===== src/sdsc_defines.vh =====
// register offsets, reset values, field positions and timing counts for the sync and subcarrier bank
`ifndef SDSC_DEFINES_VH
`define SDSC_DEFINES_VH
`define SDSC_ADDR_TIMING 8'h8b
`define SDSC_ADDR_FREQ0 8'h8c
`define SDSC_ADDR_FREQ1 8'h8d
`define SDSC_ADDR_FREQ2 8'h8e
`define SDSC_ADDR_FREQ3 8'h8f
`define SDSC_ADDR_PHASE 8'h90
`define SDSC_ADDR_CC_EVEN_LO 8'h91
`define SDSC_ADDR_CC_EVEN_HI 8'h92
`define SDSC_ADDR_CC_ODD_LO 8'h93
`define SDSC_ADDR_CC_ODD_HI 8'h94
`define SDSC_ADDR_PED_ODD_A 8'h95
`define SDSC_ADDR_PED_ODD_B 8'h96
`define SDSC_ADDR_PED_EVEN_A 8'h97
`define SDSC_ADDR_CONTROL 8'hf0
`define SDSC_RST_TIMING 8'h00
`define SDSC_RST_FREQ0 8'h1f
`define SDSC_RST_FREQ1 8'h7c
`define SDSC_RST_FREQ2 8'hf0
`define SDSC_RST_FREQ3 8'h21
`define SDSC_RST_ZERO 8'h00
`define SDSC_RST_CONTROL 8'h00
`define SDSC_F_HSW_LSB 0
`define SDSC_F_HVD_LSB 2
`define SDSC_F_VSW_LSB 4
`define SDSC_F_VRE_BIT 4
`define SDSC_F_ADJ_LSB 6
`define SDSC_F_MASTER_BIT 0
`define SDSC_F_MODE_LSB 1
`define SDSC_F_PHLO_LSB 3
`define SDSC_W_1 8'd1
`define SDSC_W_4 8'd4
`define SDSC_W_16 8'd16
`define SDSC_W_128 8'd128
`define SDSC_D_0 8'd0
`define SDSC_D_4 8'd4
`define SDSC_D_8 8'd8
`define SDSC_D_18 8'd18
`define SDSC_EXTRA_US 32
`define SDSC_CLK_MHZ 100
`define SDSC_EXTRA_CYC (`SDSC_EXTRA_US * `SDSC_CLK_MHZ)
`define SDSC_FIRST_LINE 5'd10
`endif


===== src/sdsc_bank.v =====
// configuration bank with master-mode sync pulse generator and pedestal line decode
`include "sdsc_defines.vh"

// How it works
// - hsync width 1, 4, 16 cycles
// - hsync width code 11 gives 128
// - hsync to vsync delay 0,4,8,18
// - mode 1: timing bit 4 set adds 32 us to vsync rise
// - mode 2: vsync width 1,4,16,128
// - pixel data delayed 1 to 4 cycles, 1 in slave mode
// - four bytes form frequency word, low first
// - frequency bytes reset to ntsc values
// - phase byte holds bits 9:2, reset zero
// - phase low bits from control register top
// - two caption words, even and odd, zero
// - set bit disables that line's pedestal
// - odd disables cover lines 10 to 25
// - even disables cover lines 10 to 17
module sdsc_bank
#(
   parameter EXTRA_CYC = `SDSC_EXTRA_CYC
)
(
   // clock and reset
   input wire clk,
   input wire nrst,
   // register port
   input wire [7:0] addr,
   input wire [7:0] wdata,
   input wire wr,
   input wire rd,
   output reg [7:0] rdata,
   // upstream video
   input wire [15:0] pix_in,
   input wire line_start,
   input wire field_odd,
   input wire [9:0] line_num,
   // generated syncs and pixel data
   output reg hsync_out,
   output reg vsync_out,
   output reg [15:0] pix_out,
   // configuration outputs
   output wire [31:0] freq_word,
   output wire [9:0] phase_word,
   output wire [15:0] caption_even,
   output wire [15:0] caption_odd,
   output reg pedestal_off,
   output wire master_mode,
   output wire [1:0] timing_mode
);

   // ************************************
   // reset synchroniser
   // ************************************
   reg rst_s1;
   reg rst_s2;
   wire rst_n;

   always @(posedge clk or negedge nrst)
   begin
      if (!nrst)
      begin
         rst_s1 <= 1'b0;
         rst_s2 <= 1'b0;
      end
      else
      begin
         rst_s1 <= 1'b1;
         rst_s2 <= rst_s1;
      end
   end
   assign rst_n = rst_s2;

   // ************************************
   // registers
   // ************************************
   reg [7:0] sync_pulse_timing;
   reg [7:0] subcarrier_freq_byte0;
   reg [7:0] subcarrier_freq_byte1;
   reg [7:0] subcarrier_freq_byte2;
   reg [7:0] subcarrier_freq_byte3;
   reg [7:0] subcarrier_phase_high;
   reg [7:0] caption_even_low;
   reg [7:0] caption_even_high;
   reg [7:0] caption_odd_low;
   reg [7:0] caption_odd_high;
   reg [7:0] pedestal_off_odd_a;
   reg [7:0] pedestal_off_odd_b;
   reg [7:0] pedestal_off_even_a;
   reg [7:0] encoder_control;

   always @(posedge clk or negedge rst_n)
   begin
      if (!rst_n)
      begin
         sync_pulse_timing <= `SDSC_RST_TIMING;
         subcarrier_freq_byte0 <= `SDSC_RST_FREQ0;
         subcarrier_freq_byte1 <= `SDSC_RST_FREQ1;
         subcarrier_freq_byte2 <= `SDSC_RST_FREQ2;
         subcarrier_freq_byte3 <= `SDSC_RST_FREQ3;
         subcarrier_phase_high <= `SDSC_RST_ZERO;
         caption_even_low <= `SDSC_RST_ZERO;
         caption_even_high <= `SDSC_RST_ZERO;
         caption_odd_low <= `SDSC_RST_ZERO;
         caption_odd_high <= `SDSC_RST_ZERO;
         pedestal_off_odd_a <= `SDSC_RST_ZERO;
         pedestal_off_odd_b <= `SDSC_RST_ZERO;
         pedestal_off_even_a <= `SDSC_RST_ZERO;
         encoder_control <= `SDSC_RST_CONTROL;
      end
      else if (wr)
      begin
         case (addr)
            `SDSC_ADDR_TIMING: sync_pulse_timing <= wdata;
            `SDSC_ADDR_FREQ0: subcarrier_freq_byte0 <= wdata;
            `SDSC_ADDR_FREQ1: subcarrier_freq_byte1 <= wdata;
            `SDSC_ADDR_FREQ2: subcarrier_freq_byte2 <= wdata;
            `SDSC_ADDR_FREQ3: subcarrier_freq_byte3 <= wdata;
            `SDSC_ADDR_PHASE: subcarrier_phase_high <= wdata;
            `SDSC_ADDR_CC_EVEN_LO: caption_even_low <= wdata;
            `SDSC_ADDR_CC_EVEN_HI: caption_even_high <= wdata;
            `SDSC_ADDR_CC_ODD_LO: caption_odd_low <= wdata;
            `SDSC_ADDR_CC_ODD_HI: caption_odd_high <= wdata;
            `SDSC_ADDR_PED_ODD_A: pedestal_off_odd_a <= wdata;
            `SDSC_ADDR_PED_ODD_B: pedestal_off_odd_b <= wdata;
            `SDSC_ADDR_PED_EVEN_A: pedestal_off_even_a <= wdata;
            `SDSC_ADDR_CONTROL: encoder_control <= wdata;
            default: ;
         endcase
      end
   end

   // ************************************
   // read port
   // ************************************
   reg [7:0] next_rdata;

   always @*
   begin
      next_rdata = 8'h00;
      case (addr)
         `SDSC_ADDR_TIMING: next_rdata = sync_pulse_timing;
         `SDSC_ADDR_FREQ0: next_rdata = subcarrier_freq_byte0;
         `SDSC_ADDR_FREQ1: next_rdata = subcarrier_freq_byte1;
         `SDSC_ADDR_FREQ2: next_rdata = subcarrier_freq_byte2;
         `SDSC_ADDR_FREQ3: next_rdata = subcarrier_freq_byte3;
         `SDSC_ADDR_PHASE: next_rdata = subcarrier_phase_high;
         `SDSC_ADDR_CC_EVEN_LO: next_rdata = caption_even_low;
         `SDSC_ADDR_CC_EVEN_HI: next_rdata = caption_even_high;
         `SDSC_ADDR_CC_ODD_LO: next_rdata = caption_odd_low;
         `SDSC_ADDR_CC_ODD_HI: next_rdata = caption_odd_high;
         `SDSC_ADDR_PED_ODD_A: next_rdata = pedestal_off_odd_a;
         `SDSC_ADDR_PED_ODD_B: next_rdata = pedestal_off_odd_b;
         `SDSC_ADDR_PED_EVEN_A: next_rdata = pedestal_off_even_a;
         `SDSC_ADDR_CONTROL: next_rdata = encoder_control;
         default: next_rdata = 8'h00;
      endcase
   end

   always @(posedge clk or negedge rst_n)
   begin
      if (!rst_n)
         rdata <= 8'h00;
      else if (rd)
         rdata <= next_rdata;
      else
         rdata <= 8'h00;
   end

   // ************************************
   // assembled configuration words
   // ************************************
   assign freq_word = {subcarrier_freq_byte3, subcarrier_freq_byte2,
      subcarrier_freq_byte1, subcarrier_freq_byte0};
   assign phase_word = {subcarrier_phase_high, encoder_control[7:6]};
   assign caption_even = {caption_even_high, caption_even_low};
   assign caption_odd = {caption_odd_high, caption_odd_low};
   assign master_mode = encoder_control[`SDSC_F_MASTER_BIT];
   assign timing_mode = encoder_control[`SDSC_F_MODE_LSB+1:`SDSC_F_MODE_LSB];

   // ************************************
   // sync timing decode
   // ************************************
   function [7:0] sdsc_width;
      input [1:0] code;
      begin
         case (code)
            2'b00: sdsc_width = `SDSC_W_1;
            2'b01: sdsc_width = `SDSC_W_4;
            2'b10: sdsc_width = `SDSC_W_16;
            default: sdsc_width = `SDSC_W_128;
         endcase
      end
   endfunction

   function [7:0] sdsc_delay;
      input [1:0] code;
      begin
         case (code)
            2'b00: sdsc_delay = `SDSC_D_0;
            2'b01: sdsc_delay = `SDSC_D_4;
            2'b10: sdsc_delay = `SDSC_D_8;
            default: sdsc_delay = `SDSC_D_18;
         endcase
      end
   endfunction

   wire [7:0] hs_width;
   wire [7:0] vs_width;
   wire [15:0] vs_delay;
   wire mode1;
   wire mode2;
   wire [15:0] extra;

   assign mode1 = (timing_mode == 2'b01);
   assign mode2 = (timing_mode == 2'b10);
   assign extra = EXTRA_CYC[15:0];
   assign hs_width = sdsc_width(sync_pulse_timing[1:0]);
   assign vs_width = mode2 ? sdsc_width(sync_pulse_timing[5:4]) : hs_width;
   assign vs_delay = {8'h00, sdsc_delay(sync_pulse_timing[3:2])} +
      ((mode1 && sync_pulse_timing[`SDSC_F_VRE_BIT]) ? extra : 16'h0000);

   // ************************************
   // sync pulse generator
   // ************************************
   reg [7:0] hs_cnt;
   reg [15:0] vd_cnt;
   reg [7:0] vs_cnt;
   reg vd_run;

   always @(posedge clk or negedge rst_n)
   begin
      if (!rst_n)
      begin
         hs_cnt <= 8'h00;
         vd_cnt <= 16'h0000;
         vs_cnt <= 8'h00;
         vd_run <= 1'b0;
         hsync_out <= 1'b0;
         vsync_out <= 1'b0;
      end
      else if (!master_mode)
      begin
         hs_cnt <= 8'h00;
         vd_cnt <= 16'h0000;
         vs_cnt <= 8'h00;
         vd_run <= 1'b0;
         hsync_out <= 1'b0;
         vsync_out <= 1'b0;
      end
      else
      begin
         if (line_start)
         begin
            hs_cnt <= hs_width - 8'd1;
            hsync_out <= 1'b1;
         end
         else if (hs_cnt != 8'h00)
            hs_cnt <= hs_cnt - 8'd1;
         else
            hsync_out <= 1'b0;
         if (line_start && line_num == 10'd0)
         begin
            if (vs_delay == 16'h0000)
            begin
               vsync_out <= 1'b1;
               vs_cnt <= vs_width - 8'd1;
            end
            else
            begin
               vd_run <= 1'b1;
               vd_cnt <= vs_delay - 16'd1;
            end
         end
         else if (vd_run && vd_cnt != 16'h0000)
            vd_cnt <= vd_cnt - 16'd1;
         else if (vd_run)
         begin
            vd_run <= 1'b0;
            vsync_out <= 1'b1;
            vs_cnt <= vs_width - 8'd1;
         end
         else if (vs_cnt != 8'h00)
            vs_cnt <= vs_cnt - 8'd1;
         else
            vsync_out <= 1'b0;
      end
   end

   // ************************************
   // pixel alignment
   // ************************************
   reg [15:0] pix_d1;
   reg [15:0] pix_d2;
   reg [15:0] pix_d3;

   always @(posedge clk or negedge rst_n)
   begin
      if (!rst_n)
      begin
         pix_d1 <= 16'h0000;
         pix_d2 <= 16'h0000;
         pix_d3 <= 16'h0000;
         pix_out <= 16'h0000;
      end
      else
      begin
         pix_d1 <= pix_in;
         pix_d2 <= pix_d1;
         pix_d3 <= pix_d2;
         case (master_mode ? sync_pulse_timing[7:6] : 2'b00)
            2'b00: pix_out <= pix_in;
            2'b01: pix_out <= pix_d1;
            2'b10: pix_out <= pix_d2;
            default: pix_out <= pix_d3;
         endcase
      end
   end

   // ************************************
   // pedestal line decode
   // ************************************
   wire [9:0] rel;
   wire [23:0] ped_map;

   assign rel = line_num - {5'd0, `SDSC_FIRST_LINE};
   assign ped_map = field_odd ? {8'h00, pedestal_off_odd_b, pedestal_off_odd_a}
      : {16'h0000, pedestal_off_even_a};

   always @(posedge clk or negedge rst_n)
   begin
      if (!rst_n)
         pedestal_off <= 1'b0;
      else if (line_num >= {5'd0, `SDSC_FIRST_LINE} && rel < 10'd16)
         pedestal_off <= ped_map[rel[3:0]];
      else
         pedestal_off <= 1'b0;
   end

endmodule


===== config.mk =====
export PLATFORM = sky130hd
export DESIGN_NAME = sdsc_bank
export DESIGN_NICKNAME = d
export VERILOG_FILES = /design/src/sdsc_bank.v
export VERILOG_INCLUDE_DIRS = /design/src
export SDC_FILE = /design/constraint.sdc
export NUM_CORES = 1
export LEC_CHECK = 0
export BUFFER_PORTS_ARGS = -buffer_cell sky130_fd_sc_hd__clkbuf_2
export CAP_MARGIN = 10
export CORE_UTILIZATION = 35
export DETAILED_ROUTE_END_ITERATION = 8
export HOLD_SLACK_MARGIN = 0.1
export SYNTH_ARGS = -nofsm -noshare
export SYNTH_HDL_FRONTEND = slang
export SYNTH_SLANG_ARGS = --single-unit
export TNS_END_PERCENT = 1

===== constraint.sdc =====
create_clock -name clk -period 17.4 [get_ports clk]
set_input_delay 0.87 -clock clk [delete_from_list [all_inputs] [get_ports clk]]
set_output_delay 0.87 -clock clk [all_outputs]
set_load 0.02 [all_outputs]

==> impl_metrics.ini <==
[cts]
cts_tree = done
clkLatencyLatePin_ns = 0.53
cts_resized = 0
cts_setup_buffers = 0
ctsHtreeMaxLevel = 1
cts_buffers = 25
cts.root.buffer_cell = clkbuf_16
clock_path_buffers = 3
path_clk_slew_ns = 0.06
cts.sinks = 222

[grt]
grt_pass1_vias = 7870
gr-total-overflow = 0
grt_max_degree = 88
track_usage_pct = 19.14
antenna_found_initial = 1
grt_pass1_wl_mm = 46.24

[synth]
ys_seq_area_share_pct = 52.81
netlist_area_um2 = 10560
ys_ff_latch = 222
syn_nets = 951
ys_types = 75
synth_edf_count = 0
yosys_warnings = 0
synth_top_cell_by_area = dfrtp_1
yosys-top-cells-area = dfrtp_1, mux2_2, dfstp_2
synth_top_area_share_pct = 48.83
synthFlopType = dfrtp_1
synthCells = 887
async_flop_share_pct = 100.0
synth.avg_cell_area_um2 = 11.90

[detailed_routing]
wire_per_inst_um = 20.24
ant_nets = 0
drt_iter0_drc = 519
drc_errors = 0
drt-total-wl_mm = 28.98
first_pass_iters = 5
num_vias = 7814
vias_per_cell = 5.457

[hold_path]
worstHoldStart = rst_s1
hold_path.class = reg -> reg
hold_depth = 0
holdPathEnd = rst_n

[worst_setup_path]
rr_endpoint = vd_cnt[11]
worstReg2RegStart = encoder_control[1]
r2r_cells = 6
critPathLaunchType = primary input
cp.arrival_ns = 3.21
crit_path_frequent_cell = nor2_2
worst-r2r-setup-slack_ns = 14.92
worst-path-buf-inv = 1
slowest_delay_ns = 0.57
cp_max_fo = 40
worstPathCellList = clkbuf_2 -> nor2_2 -> nand4_1 -> nor2_2 -> nand2_1 -> mux2_2
end_kind = flip-flop
critical_path_class = in -> reg
cpLargestDelayFamily = simple AND/OR/NAND/NOR gates
required_ns = 17.80
crit_path_top_delay_cell = nor2_2

[floorplanning]
die_y_um = 175.7
pin_count = 152
dieArea_um2 = 30860
placementRows = 63
die_w_um = 175.7
initial_core_util_pct = 35.62
core-area_um2 = 29640

[placed_design]
io_buffer_count = 151
place_hpwl_mm = 19.93
place_congestion = 0.8427
pre_cts_slack_ns = 14.14
dpl_cell_area_um2 = 11600

[final_layout]
area_growth_pct = 17.67
fillerInstances = 2879
stdcell_area_um2 = 12420
drive_above_1_share_pct = 38.14
seq_area_um2 = 5579
multiInputGateArea_um2 = 4671
fin_nets = 1086

[pwr]
ir_drop_mv = 0.06677
cellPowerDensity_nw_per_um2 = 95.63
p_leak_uw = 0.005816

[sta]
grt_setup_unrepaired = no
setup_viol = 0
slew_headroom_pct = 29.35
hold_viol_final = 0
drv_slew = 0
period_needed_ns = 2.811
worst-slew-pin-transition_ns = 1.060
setup_ws_ns = 14.59
max_freq_ghz = 0.3558
fin_skew_ns = 0.02135
tns_ns = 0
timing.final.crit_share_pct = 16.15

[run]
drv_cap = 0

[outcome]
status = finished clean
==> per-layer routing <==
metal	global-route usage, %	vias to the layer above	wire, um
li1	-	3553	-
met1	26.60	3942	13060
met2	30.12	266	13290
met3	3.615	53	1762
met4	6.014	0	869
met5	0	-	0
==> per-stage QoR <==
step           hold slack [ns]  total power (uW)  std cells  utilization, %
6_report                0.3535              1188       1432           41.91
5_1_grt                 0.3639              1237       1431           41.90
4_1_cts                 0.3590              1201       1431           41.90
3_5_place_dp            0.3450             681.2       1384           39.15
3_3_place_gp            0.3377             680.0       1384           39.15
2_1_floorplan           0.3312             637.9        887               -
==> cell usage after synthesis (all sizes together) (16+ instances only) <==
library cell    n
nand2          53
buf            24
o22ai          26
inv            16
mux2          140
dfrtp         206
clkbuf         26
ha             16
nor2           63
nand3          34
dfstp          16
o21ai          43
a21oi          43
==> registers in the layout, indices dropped and copies added, names as in the netlist, 8 cells and up <==
| register | cells |
|---|---|
| pix_out | 16 |
| caption_even_high | 8 |
| hs_cnt | 8 |
| sync_pulse_timing | 8 |
| pedestal_off_odd_b | 8 |
| vd_cnt | 16 |
| caption_odd_low | 8 |
| pix_d3 | 16 |
| subcarrier_freq_byte0 | 8 |
| subcarrier_freq_byte3 | 8 |
| pix_d1 | 16 |
| rdata | 8 |
| subcarrier_freq_byte2 | 8 |
| encoder_control | 8 |
| vs_cnt | 8 |
| pix_d2 | 16 |
| subcarrier_phase_high | 8 |
| pedestal_off_odd_a | 8 |
| pedestal_off_even_a | 8 |
| caption_even_low | 8 |
| caption_odd_high | 8 |
| subcarrier_freq_byte1 | 8 |
==> worst reg2reg max path, cell delays in order, from the launching register on <==
cell and delay, ns:
dfrtp_1 0.54, nand3b_1 0.39, nand2_1 0.31, nor2_2 0.07, a21oi_1 0.68, a21boi_0 0.26
o22ai_1 0.10
==> final cells by class <==
type	count	area share, %
antenna	1	0.02015
multi-input combinational	598	37.60
tap	390	3.928
timing repair buffer	158	6.527
clock buffer	34	5.631
clock inverter	12	0.8662
inverter	17	0.5137
sequential	222	44.91
==> how the worst max path moves through the flow <==
stage            start              endpoint  slack, ns  depth (start not counted)
6_report       addr[0]    encoder_control[4]      14.59                          6
5_1_grt        addr[0]    encoder_control[4]      14.45                          6
4_1_cts        addr[0]    encoder_control[0]      14.68                          6
3_5_place_dp   addr[0]    encoder_control[0]      14.14                          6
3_3_place_gp   addr[0]    encoder_control[7]      14.20                          6
2_1_floorplan    rst_n  caption_even_high[0]      10.78                          0
==> layout by cell type (no fill, tap or decap), drive strengths merged, types with 10 or more instances in the layout <==
cell,count
dfrtp,206
clkbuf,185
mux2,140
nor2,63
nand2,53
a21oi,43
o21ai,43
nand3,34
o22ai,26
inv,17
ha,16
dfstp,16
mux2i,15
a31oi,15
nor3,12
mux4,11
clkinv,11
and3,10
a22oi,10
a22o,10
==> power by group <==
part	leakage, uW	switching (uW)	internal, uW
logic	0.00254	68.7	42.7
registers	0.00288	20.9	539
clock network	0.000402	218	299
total	0.00582	307	881
==> logic make-up (layout without fill, tap and decap cells) <==
logic type | after synthesis | after routing | synth area share, %
other | 1 | 2 | 0.03552
multiplexers | 166 | 166 | 18.70
flip-flops | 222 | 222 | 52.81
AND/OR/NAND/NOR | 217 | 217 | 11.21
adder cells (fa/ha/maj) | 16 | 16 | 1.896
XOR/XNOR | 7 | 7 | 0.5808
AO/OA/AOI/OAI | 191 | 191 | 11.82
buffers and inverters | 67 | 221 | 2.939
==> repair_timing <==
item,in CTS,in global routing
endpoints found under the setup margin,0,0
endpoints found under the hold margin,2,0
hold buffers,1,0
(Power assumes the default switching activity.)
